**src/rtl/mts_pkg.sv**
```systemverilog
package mts_pkg;

    // ------------------------------------------------------------
    // register map (byte addresses)
    // ------------------------------------------------------------
    localparam logic [7:0] MTS_OFS_CMD = 8'h00;
    localparam logic [7:0] MTS_OFS_CFG = 8'h04;
    localparam logic [7:0] MTS_OFS_SAMP = 8'h08;
    localparam logic [7:0] MTS_OFS_TCNT = 8'h0C;
    localparam logic [7:0] MTS_OFS_DLY = 8'h10;
    localparam logic [7:0] MTS_OFS_STAT = 8'h14;
    localparam logic [7:0] MTS_OFS_RDGS = 8'h18;

    // ------------------------------------------------------------
    // command register bits (write one to act, read as zero)
    // ------------------------------------------------------------
    localparam int MTS_CMD_ARM = 0;
    localparam int MTS_CMD_ARM_RET = 1;
    localparam int MTS_CMD_CAF = 2;
    localparam int MTS_CMD_SETUP = 3;
    localparam int MTS_CMD_SWTRG = 4;
    localparam int MTS_CMD_GET = 5;
    localparam int MTS_CMD_DCL = 6;
    localparam int MTS_CMD_IFRST = 7;

    // ------------------------------------------------------------
    // configuration register fields
    // ------------------------------------------------------------
    localparam int MTS_CFG_SRC_LSB = 0;
    localparam int MTS_CFG_AUTO = 2;
    localparam int MTS_CFG_LOCAL = 3;
    localparam int MTS_CFG_FUNC_LSB = 4;
    localparam int MTS_CFG_RANGE_LSB = 6;
    localparam int MTS_CFG_ILC = 9;
    localparam int MTS_TCNT_UNB = 16;
    localparam int MTS_STAT_REJ = 2;
    localparam int MTS_STAT_PEND = 3;

    typedef enum logic [1:0] {MTS_SRC_IMM = 2'h0, MTS_SRC_BUS = 2'h1, MTS_SRC_EXT = 2'h2} mts_src_e;
    typedef enum logic [1:0] {MTS_FN_DCV = 2'h0, MTS_FN_RES = 2'h1, MTS_FN_TEMP = 2'h2} mts_func_e;
    // gray codes along idle -> wait -> delay -> measure
    typedef enum logic [1:0] {MTS_IDLE = 2'b00, MTS_WAIT = 2'b01, MTS_DELAY = 2'b11, MTS_MEAS = 2'b10} mts_st_e;

    // ------------------------------------------------------------
    // counts, limits and reset values
    // ------------------------------------------------------------
    localparam logic [15:0] MTS_CNT_MIN = 16'h0001;
    localparam logic [15:0] MTS_CNT_MAX = 16'hC350;
    localparam logic [21:0] MTS_DLY_MAX_MS = 22'h36EE80;
    localparam logic [2:0] MTS_RNG_LOW = 3'h0;
    localparam logic [2:0] MTS_RNG_100K = 3'h5;
    localparam logic [2:0] MTS_RNG_1M = 3'h6;

    // delay counted in 100 us units
    localparam int MTS_CLK_HZ = 40000000;
    localparam int MTS_UNIT_US = 100;
    localparam int MTS_UNIT_CYC = MTS_CLK_HZ / 1000000 * MTS_UNIT_US;
    localparam logic [25:0] MTS_UNITS_PER_MS = 26'h000000A;
    localparam logic [25:0] MTS_AD_15MS = 26'h0000096;
    localparam logic [25:0] MTS_AD_1MS0 = 26'h000000A;
    localparam logic [25:0] MTS_AD_1MS5 = 26'h000000F;
    localparam logic [25:0] MTS_AD_4MS = 26'h0000028;
    localparam logic [25:0] MTS_AD_6MS = 26'h000003C;
    localparam logic [25:0] MTS_AD_40MS = 26'h0000190;
    localparam logic [25:0] MTS_AD_60MS = 26'h0000258;

    typedef struct packed {
        mts_st_e st;
        mts_src_e src;
        logic dly_auto;
        logic local_mode;
        mts_func_e func;
        logic [2:0] range;
        logic ilc_ge1;
        logic [15:0] samp_cnt;
        logic [15:0] trig_cnt;
        logic trig_unb;
        logic [21:0] dly_ms;
        logic [15:0] trig_done;
        logic [15:0] samp_done;
        logic [25:0] dly_left;
        logic [11:0] tick;
        logic ext_pend;
        logic ext_prev;
        logic rejected;
        logic [31:0] rdgs;
        logic meas_start;
        logic [31:0] prdata;
    } mts_state_s;

endpackage

```
**src/rtl/mts_trigger_seq.sv**
```systemverilog
// Operation
// - immediate source starts measuring once armed
// - software trigger accepted only while waiting
// - group execute trigger also triggers while waiting
// - bus triggers outside waiting ignored; accepted starts sequence
// - arm, arm-return, configure-arm-fetch all arm
// - local mode stays armed unless measuring
// - device clear aborts to idle
// - device clear keeps trigger settings
// - unbounded count runs until device clear
// - readings per trigger 1 to 50000
// - reading count resets to one
// - idle after programmed trigger count serviced
// - trigger count 1 to 50000 or unbounded
// - local mode acts as count one
// - trigger count resets to one
// - delay before every reading of burst
// - manual delay 0 to 3600 s, default auto
// - delay reverts to automatic
// - manual delay ignores function and range
// - dc voltage automatic delays
// - resistance automatic delays
// - temperature automatic delays
// - external low pulse is one trigger
// - one external trigger latched during reading
// - interface reset selects immediate source
`timescale 1ns/1ps
module mts_trigger_seq
    import mts_pkg::*;
(
    input wire logic pclk,
    input wire logic presetn,
    input wire logic psel,
    input wire logic penable,
    input wire logic pwrite,
    input wire logic [7:0] paddr,
    input wire logic [31:0] pwdata,
    output logic [31:0] prdata,
    output logic pready,
    output logic pslverr,
    input wire logic ext_trig_n,
    input wire logic get_msg,
    input wire logic meas_done,
    output logic meas_start,
    output logic meas_busy,
    output logic trig_waiting
);

    // ------------------------------------------------------------
    // helpers
    // ------------------------------------------------------------
    function automatic logic [15:0] mts_clamp(input logic [31:0] v);
        if (v < {16'h0000, MTS_CNT_MIN})
        begin
            return MTS_CNT_MIN;
        end
        else if (v > {16'h0000, MTS_CNT_MAX})
        begin
            return MTS_CNT_MAX;
        end
        return v[15:0];
    endfunction

    function automatic logic [25:0] mts_auto_delay(input mts_func_e f, input logic [2:0] r, input logic slow);
        if (f == MTS_FN_DCV && r == MTS_RNG_LOW)
        begin
            return MTS_AD_15MS;
        end
        else if (f == MTS_FN_RES && r == MTS_RNG_100K)
        begin
            return slow ? MTS_AD_6MS : MTS_AD_4MS;
        end
        else if (f == MTS_FN_RES && r >= MTS_RNG_1M)
        begin
            return slow ? MTS_AD_60MS : MTS_AD_40MS;
        end
        // remaining dc, resistance and every temperature sensor
        return slow ? MTS_AD_1MS5 : MTS_AD_1MS0;
    endfunction

    function automatic logic [25:0] mts_delay_units(input mts_state_s s);
        logic [25:0] ms;
        ms = {4'h0, s.dly_ms};
        if (s.dly_auto)
        begin
            return mts_auto_delay(s.func, s.range, s.ilc_ge1);
        end
        return 26'(ms * MTS_UNITS_PER_MS);
    endfunction

    // ------------------------------------------------------------
    // state
    // ------------------------------------------------------------
    mts_state_s cur_r;
    mts_state_s cur_nxt;

    logic wr_en;
    logic rd_setup;
    logic addr_ok;
    logic [7:0] cmd;
    logic ext_edge;
    logic trig_hit;
    logic last_trig;
    logic [15:0] eff_tcnt;
    logic [11:0] unit_last;

    assign unit_last = 12'(MTS_UNIT_CYC - 1);

    always_comb
    begin
        addr_ok = 1'b0;
        if (paddr == MTS_OFS_CMD)
        begin
            addr_ok = 1'b1;
        end
        else if (paddr == MTS_OFS_CFG)
        begin
            addr_ok = 1'b1;
        end
        else if (paddr == MTS_OFS_SAMP || paddr == MTS_OFS_TCNT)
        begin
            addr_ok = 1'b1;
        end
        else if (paddr == MTS_OFS_DLY || paddr == MTS_OFS_STAT || paddr == MTS_OFS_RDGS)
        begin
            addr_ok = 1'b1;
        end
    end

    assign wr_en = psel && penable && pwrite && addr_ok;
    assign rd_setup = psel && !penable && !pwrite;
    assign cmd = (wr_en && paddr == MTS_OFS_CMD) ? pwdata[7:0] : 8'h00;
    // low-true pulse: count its leading edge once
    assign ext_edge = cur_r.ext_prev && !ext_trig_n;
    assign eff_tcnt = cur_r.local_mode ? MTS_CNT_MIN : cur_r.trig_cnt;

    always_comb
    begin
        cur_nxt = cur_r;
        cur_nxt.meas_start = 1'b0;
        cur_nxt.ext_prev = ext_trig_n;
        trig_hit = 1'b0;
        last_trig = 1'b0;

        // ------------------------------------------------------------
        // configuration writes
        // ------------------------------------------------------------
        if (wr_en && paddr == MTS_OFS_CFG)
        begin
            cur_nxt.src = (pwdata[MTS_CFG_SRC_LSB +: 2] == 2'h3) ? MTS_SRC_EXT
                : mts_src_e'(pwdata[MTS_CFG_SRC_LSB +: 2]);
            cur_nxt.dly_auto = pwdata[MTS_CFG_AUTO];
            cur_nxt.local_mode = pwdata[MTS_CFG_LOCAL];
            cur_nxt.func = (pwdata[MTS_CFG_FUNC_LSB +: 2] == 2'h3) ? MTS_FN_TEMP
                : mts_func_e'(pwdata[MTS_CFG_FUNC_LSB +: 2]);
            cur_nxt.range = pwdata[MTS_CFG_RANGE_LSB +: 3];
            cur_nxt.ilc_ge1 = pwdata[MTS_CFG_ILC];
        end
        if (wr_en && paddr == MTS_OFS_SAMP)
        begin
            cur_nxt.samp_cnt = mts_clamp(pwdata);
        end
        if (wr_en && paddr == MTS_OFS_TCNT)
        begin
            cur_nxt.trig_cnt = mts_clamp({16'h0000, pwdata[15:0]});
            cur_nxt.trig_unb = pwdata[MTS_TCNT_UNB];
        end
        if (wr_en && paddr == MTS_OFS_DLY)
        begin
            cur_nxt.dly_ms = (pwdata > {10'h000, MTS_DLY_MAX_MS}) ? MTS_DLY_MAX_MS : pwdata[21:0];
            cur_nxt.dly_auto = 1'b0;
        end
        if (wr_en && paddr == MTS_OFS_STAT && pwdata[MTS_STAT_REJ])
        begin
            cur_nxt.rejected = 1'b0;
        end

        // setup and configure-arm-fetch restore the trigger defaults
        if (cmd[MTS_CMD_SETUP] || cmd[MTS_CMD_CAF] || cmd[MTS_CMD_IFRST])
        begin
            cur_nxt.samp_cnt = MTS_CNT_MIN;
            cur_nxt.trig_cnt = MTS_CNT_MIN;
            cur_nxt.trig_unb = 1'b0;
            cur_nxt.dly_auto = 1'b1;
            cur_nxt.src = MTS_SRC_IMM;
        end

        // ------------------------------------------------------------
        // trigger sequence
        // ------------------------------------------------------------
        case (cur_r.st)
            MTS_IDLE:
            begin
                if (cmd[MTS_CMD_ARM] || cmd[MTS_CMD_ARM_RET] || cmd[MTS_CMD_CAF] || cur_r.local_mode)
                begin
                    cur_nxt.st = MTS_WAIT;
                    cur_nxt.trig_done = 16'h0000;
                end
            end
            MTS_WAIT:
            begin
                case (cur_r.src)
                    MTS_SRC_IMM: trig_hit = 1'b1;
                    MTS_SRC_BUS: trig_hit = cmd[MTS_CMD_SWTRG] || cmd[MTS_CMD_GET] || get_msg;
                    default: trig_hit = ext_edge || cur_r.ext_pend;
                endcase
                if (trig_hit)
                begin
                    cur_nxt.st = MTS_DELAY;
                    cur_nxt.ext_pend = 1'b0;
                    cur_nxt.trig_done = 16'(cur_r.trig_done + 16'h0001);
                    cur_nxt.samp_done = 16'h0000;
                    cur_nxt.dly_left = mts_delay_units(cur_nxt);
                    cur_nxt.tick = 12'h000;
                end
            end
            MTS_DELAY:
            begin
                if (cur_r.dly_left == 26'h0000000)
                begin
                    cur_nxt.st = MTS_MEAS;
                    cur_nxt.meas_start = 1'b1;
                end
                else if (cur_r.tick == unit_last)
                begin
                    cur_nxt.tick = 12'h000;
                    cur_nxt.dly_left = 26'(cur_r.dly_left - 26'h0000001);
                end
                else
                begin
                    cur_nxt.tick = 12'(cur_r.tick + 12'h001);
                end
            end
            default:
            begin
                if (meas_done)
                begin
                    cur_nxt.rdgs = 32'(cur_r.rdgs + 32'h00000001);
                    cur_nxt.samp_done = 16'(cur_r.samp_done + 16'h0001);
                    if (16'(cur_r.samp_done + 16'h0001) < cur_r.samp_cnt)
                    begin
                        cur_nxt.st = MTS_DELAY;
                        cur_nxt.dly_left = mts_delay_units(cur_nxt);
                        cur_nxt.tick = 12'h000;
                    end
                    else
                    begin
                        last_trig = !cur_r.trig_unb && !(cur_r.trig_done < eff_tcnt);
                        // local mode is permanently armed, so idle only briefly
                        cur_nxt.st = last_trig ? MTS_IDLE : MTS_WAIT;
                    end
                end
            end
        endcase

        // an external edge outside waiting is held once, never while idle
        if (cur_r.src == MTS_SRC_EXT && ext_edge && cur_r.st != MTS_WAIT && cur_r.st != MTS_IDLE)
        begin
            cur_nxt.ext_pend = 1'b1;
        end

        // software trigger refused outside waiting; set beats clear
        if (cmd[MTS_CMD_SWTRG] && !(cur_r.st == MTS_WAIT && cur_r.src == MTS_SRC_BUS))
        begin
            cur_nxt.rejected = 1'b1;
        end

        // device clear aborts without touching settings; interface reset also restores the defaults
        if (cmd[MTS_CMD_DCL] || cmd[MTS_CMD_IFRST])
        begin
            cur_nxt.st = MTS_IDLE;
            cur_nxt.ext_pend = 1'b0;
            cur_nxt.meas_start = 1'b0;
            cur_nxt.trig_done = 16'h0000;
            cur_nxt.samp_done = 16'h0000;
            cur_nxt.dly_left = 26'h0000000;
        end

        // ------------------------------------------------------------
        // read data captured in the setup phase
        // ------------------------------------------------------------
        if (rd_setup)
        begin
            if (paddr == MTS_OFS_CFG)
            begin
                cur_nxt.prdata = {22'h000000, cur_r.ilc_ge1, cur_r.range, cur_r.func,
                    cur_r.local_mode, cur_r.dly_auto, cur_r.src};
            end
            else if (paddr == MTS_OFS_SAMP)
            begin
                cur_nxt.prdata = {16'h0000, cur_r.samp_cnt};
            end
            else if (paddr == MTS_OFS_TCNT)
            begin
                cur_nxt.prdata = {15'h0000, cur_r.trig_unb, cur_r.trig_cnt};
            end
            else if (paddr == MTS_OFS_DLY)
            begin
                cur_nxt.prdata = {10'h000, cur_r.dly_ms};
            end
            else if (paddr == MTS_OFS_STAT)
            begin
                cur_nxt.prdata = {cur_r.trig_done, 12'h000, cur_r.ext_pend, cur_r.rejected, cur_r.st};
            end
            else if (paddr == MTS_OFS_RDGS)
            begin
                cur_nxt.prdata = cur_r.rdgs;
            end
            else
            begin
                cur_nxt.prdata = 32'h00000000;
            end
        end
    end

    always_ff @(posedge pclk or negedge presetn)
    begin
        if (!presetn)
        begin
            cur_r <= '{st: MTS_IDLE, src: MTS_SRC_IMM, dly_auto: 1'b1, func: MTS_FN_DCV,
                samp_cnt: MTS_CNT_MIN, trig_cnt: MTS_CNT_MIN, ext_prev: 1'b1, default: '0};
        end
        else
        begin
            cur_r <= cur_nxt;
        end
    end

    // ------------------------------------------------------------
    // outputs
    // ------------------------------------------------------------
    assign prdata = cur_r.prdata;
    assign pready = 1'b1;
    assign pslverr = psel && penable && !addr_ok;
    assign meas_start = cur_r.meas_start;
    assign meas_busy = (cur_r.st == MTS_DELAY) || (cur_r.st == MTS_MEAS);
    assign trig_waiting = (cur_r.st == MTS_WAIT);

endmodule

```
**config.mk**
```make
export PLATFORM = sky130hd
export DESIGN_NAME = mts_trigger_seq
export DESIGN_NICKNAME = d
export VERILOG_FILES = /design/src/rtl/mts_pkg.sv /design/src/rtl/mts_trigger_seq.sv
export SDC_FILE = /design/constraint.sdc
export NUM_CORES = 1
export LEC_CHECK = 0
export BUFFER_PORTS_ARGS = -buffer_cell sky130_fd_sc_hd__buf_2
export CORE_MARGIN = 2
export CORE_UTILIZATION = 39
export DETAILED_ROUTE_END_ITERATION = 12
export HOLD_SLACK_MARGIN = 0.12
export PLACE_DENSITY = 0.61
export SETUP_SLACK_MARGIN = 0.4
export SLEW_MARGIN = 20
export SYNTH_ARGS = -nofsm -noshare
export SYNTH_HDL_FRONTEND = slang
export SYNTH_SLANG_ARGS = --single-unit
```
**constraint.sdc**
```tcl
create_clock -name pclk -period 6.2 [get_ports pclk]
set_input_delay 0.31 -clock pclk [delete_from_list [all_inputs] [get_ports pclk]]
set_output_delay 0.31 -clock pclk [all_outputs]
set_load 0.05 [all_outputs]
```
## Word level (Yosys, flattened, before mapping)

Index checks and enable logic that the tools add are counted.
W data, S select, Z words.

- Register bits after elaboration: 205
- Latch bits: 0
- RAM bits: 0
- Bits in read-only memories: 0
- Input bits: 48
- Output and inout bits: 37
- Logic and storage cells: 225
- Memories: 0

- $add $sub $neg: 5
- Multipliers: 1
- Divide/modulo/power cells: 0
- Magnitude comparators: 8
- Equality and inequality tests: 26
- Shift operators: 0
- Mux-type cells: 90
- Bitwise operators: 2
- Reduce and logical (&&, ||, !) cells: 72

Operators with widths:

| kind | count |
|---|---|
| $mux W26 | 10 |
| $mux W32 | 6 |
| $mux W16 | 9 |
| $pmux W38 S3 | 1 |
| $mux W38 | 2 |
| $mux W71 | 1 |
| $pmux W16 S2 | 2 |
| $mux W58 | 1 |
| $mux W54 | 1 |
| $mux W22 | 2 |
| $mux W1 | 36 |
| $mux W33 | 1 |
| $add A16 B1 Y16 const B | 2 |
| $add A32 B1 Y32 const B | 1 |
| $gt A32 B16 Y1 const B | 1 |
| $gt A32 B22 Y1 const B | 1 |
| $lt A16 B16 Y1 | 2 |
| $lt A32 B1 Y1 const B | 1 |
| $logic_not A26 Y1 | 1 |
| $sub A26 B1 Y26 const B | 1 |
| $mul A22 B3 Y25 const B | 1 |
| $eq A8 B5 Y1 const B | 3 |
| $logic_and A1 B1 Y1 | 23 |
| $mux W10 | 2 |
| 39 further kinds | 93 |

## Logic depth before layout (Yosys ltp)

- Depth in word-level cells: 26
- Gate-level depth with buffers: 18
- Gate-level depth less buffers: 16

## Least setup slack after synthesis

No wires, ideal clock.

- Kind: input-to-reg
- Start: in pwdata[8]
- End: reg cur_r[103] (netlist name)
- Setup time: 0.087 ns
- Data arrival time: 4.333 ns
- Data required time: 6.113 ns
- Setup slack: 1.780 ns
- Cell stages on the path: 17
- Buffers on the path: 2
- Path through: clkbuf_1 -> nor4_1 -> nand4_1 -> nor4_1 -> o21a_1 -> clkbuf_1 -> a22o_1 -> ha_1 -> ha_1 -> a21oi_1 -> o2111ai_1 -> a211oi_1 -> o221ai_1 -> o41ai_1 -> nor2b_1 -> or4_1 -> o211ai_1

RTL lines:

| what | line | RTL |
|---|---|---|
| start: declaration | mts_trigger_seq.sv:37 | `input wire logic [31:0] pwdata,` |
| end signal: assignment | mts_trigger_seq.sv:320 | `cur_r <= '{st: MTS_IDLE, src: MTS_SRC_IMM, dly_auto: 1'b1, func: MTS_FN_DCV,` |
| end signal: assignment | mts_trigger_seq.sv:325 | `cur_r <= cur_nxt;` |
| end: declaration | mts_trigger_seq.sv:94 | `mts_state_s cur_r;` |

==> flow_summary.toml <==
[synthesis]
synth_compound_area_frac = 0.207
synth_seq_area_share = 0.393
synth-async-reset-ratio = 1.00
ys_warn_count = 0
synth.mux.area_fraction = 0.0162
synth_nets = 1608
ys.flop_type = "dfrtp_1"
synth_top_family_by_area = "simple AND/OR/NAND/NOR gates"
ys_types = 76
synth_edf_count = 0
synthAdderAreaFrac = 0.0771
synth-simple-area-share = 0.208
syn_inst = 1480
syn-cell-area_um2 = 13100
ys_seq_elements = 205
synth_area_per_cell_um2 = 8.84
synth-xor-area-share = 0.0482

[finish]
stdcell_count = 1968
mostFrequentLayoutCells = "dfrtp_1 (201), nand2_1 (162), o21ai_0 (122)"
num-nets-final = 1631
syn_to_final_growth_pct = 10.9
n_fill_cell = 3292
final_common_cell = "dfrtp_1"
antenna_cells = 0
drive_gt1_frac = 0.107

[global_routing]
antenna_found_initial = 0
grt_pass1_vias = 11100
grt_pass1_wl_mm = 64.5
grt_start_max_net_pins = 76
grtUsageTotal = 0.232
grt_overflow = 0

[sta]
finalCritPeriodShare = 0.808
hold_viol = 0
rsz0062_at_grt = "no"
relSlewSlack = 0.256
tns_ns = 0
clock_skew_ns = 0.0279
period_needed_ns = 5.01
slew_violations = 0
max_clock_freq_mhz = 200
setup_viol = 0
tightest_slew_ns = 1.11

[clock_tree]
cts_buffer_depth = 3
cts_tree = "built"
htreeDepth = 1
insertion_delay_ns = 0.54
cts.sink_count = 205
cts_buffers = 24
cts.clk_slew.worst_paths_ns = 0.06
post_cts_resized = 0
cts_root_buffer = "clkbuf_16"

[power]
peakVddDrop_v = 0.000209
leakage_nw = 6.62
power-per-cell-area_nw_per_um2 = 304

[floorplanning]
start_util = 0.393
chipHeight_um = 187
die-area_um2 = 35000
io_pins = 85
coreArea_um2 = 33300
rows = 67
die_w_um = 187

[setup_path]
crit_start = "pwdata[16]"
cp-start-kind = "input pin"
critPathKind = "input pin to flop"
r2r_cells = 14
reg2reg_to = "cur_r[84]"
r2r_start = "cur_r[108]"
critPathMaxFanout = 10
required_ns = 6.65
worstPathArrival_ns = 5.45
crit_end = "cur_r[103]"
r2r_setup_slack_ns = 1.23
crit_path_end_kind = "flop"

[job]
maxCapViolations = 0

[routing]
wl_mm = 40.8
final_antenna_net_count = 0
wl_met2_mm = 18.8
dr.pass1.iters = 5
drc = 0
vias = 11500
wl_met3_mm = 2.39
viasPerCell = 5.87
drt_iter0_drc = 1127
top_layer_used = "met4"
post_drt_wl_per_cell_um = 20.8
met1_length_mm = 18.0

[worst_hold_path]
hp-class = "input pin to flop"

[placed_design]
place_congestion = 0.931
hpwl_mm = 30.5
numPortBuffers = 83
placed_cells = 1922

[status]
outcome = "completed"
cell families after synthesis:
kind of cell             count (synthesis)
AND/OR/NAND/NOR                        548
multiplexers                            20
AO/OA/AOI/OAI                          411
adder cells (fa/ha/maj)                 80
XOR/XNOR                                72
flip-flops                             205
other                                    1
buffers and inverters                  143
flip-flops by register name, summed over array words and instances, names as in the netlist:
signal      count
cur_r         172
prdata         32
meas_start      1
layer usage:
metal  global-route usage  vias to the layer above
li1                     -                     5426
met1                0.317                     5635
met2                0.374                      387
met3               0.0310                       95
met4               0.0907                        0
met5                    0                        -
layout make-up:
class                           instances  area [um2]  share of cell area
Sequential cell                       205        5130               0.354
Inverter                               39         146              0.0101
Multi-Input combinational cell       1132        7280               0.502
Clock inverter                          8         126             0.00871
Clock buffer                           35         692              0.0477
Timing Repair Buffer                  101         567              0.0391
Tap cell                              448         561              0.0386
per-stage QoR:
stage	setup WS [ns]	area, um2	utilization	hold slack (ns)	power [mW]
2_1_floorplan	1.78	13100	-	0.0144	2.50
3_3_place_gp	0.998	13700	0.410	0.371	2.91
3_5_place_dp	0.837	13700	0.410	0.367	2.93
4_1_cts	1.26	14500	0.436	0.124	4.43
5_1_grt	0.789	14500	0.436	0.139	4.67
6_report	1.19	14500	0.436	0.140	4.42
power breakdown:
group,switching (mW),internal [mW],total (mW),leakage (nW)
Clock,0.588,0.897,1.49,0.404
Sequential,0.147,1.45,1.60,2.81
Combinational,0.898,0.435,1.33,3.40
Total,1.63,2.78,4.42,6.62
cells in the mapped netlist (9+ instances only):
library cell  count  share of area
dfrtp_1         201           0.38
or3_1            24          0.011
nor2b_1          18         0.0086
o31ai_1          23          0.013
mux2i_1          11         0.0084
buf_4            33          0.019
a21oi_1          71          0.027
o21a_1           11         0.0063
ha_1             79          0.076
a221oi_1         16          0.011
a31oi_1          17         0.0081
and2_1           11         0.0053
a22oi_1          24          0.014
a211oi_1         14         0.0080
a22o_1           27          0.018
nand2b_1         24          0.011
o21ai_0         122          0.047
xor2_1           35          0.023
inv_1            39          0.011
o22a_1           11         0.0074
nand2_1         162          0.046
nor2_1          118          0.034
a21o_1           20          0.011
nor3_1           35          0.013
nor4_1           16         0.0077
nand4_1          17         0.0081
clkbuf_1         63          0.018
and3_1           23          0.011
or4_1            10         0.0057
mux2_2            9         0.0077
xnor2_1          37          0.025
nand3_1          49          0.019
timing repair:
| action | 4_1_cts | 5_1_grt |
|---|---|---|
| endpoints found under the setup margin | 0 | 0 |
| hold endpoints to repair | 75 | 0 |
| hold buffers | 3 | 0 |
| buffers inserted | 0 | 0 |
worst min path at each step:
stage                     startpoint    endpoint  slack, ns  cells after the start
final                     pwdata[12]  cur_r[173]       0.14                      2
after global routing      pwdata[12]  cur_r[173]       0.14                      2
after CTS                 pwdata[15]  cur_r[176]       0.12                      3
after detailed placement     presetn   prdata[4]       0.37                      1
after global placement       presetn   prdata[5]       0.37                      1
after floorplan              presetn  cur_r[100]       0.01                      0
critical path, stage by stage:
cell	delay (ns)
dlygate4sd3_1	0.53
buf_2	0.19
nor3_1	0.23
nand4_1	0.12
nor4_1	0.44
o21a_1	0.39
a22o_1	0.26
ha_1	0.28
ha_1	0.30
a21oi_1	0.20
o2111ai_1	0.22
a211oi_1	0.63
o221ai_1	0.27
o41ai_1	0.37
nor2b_1	0.10
or4_1	0.51
o211ai_1	0.09
No activity file was read; power rests on OpenSTA's default activity.
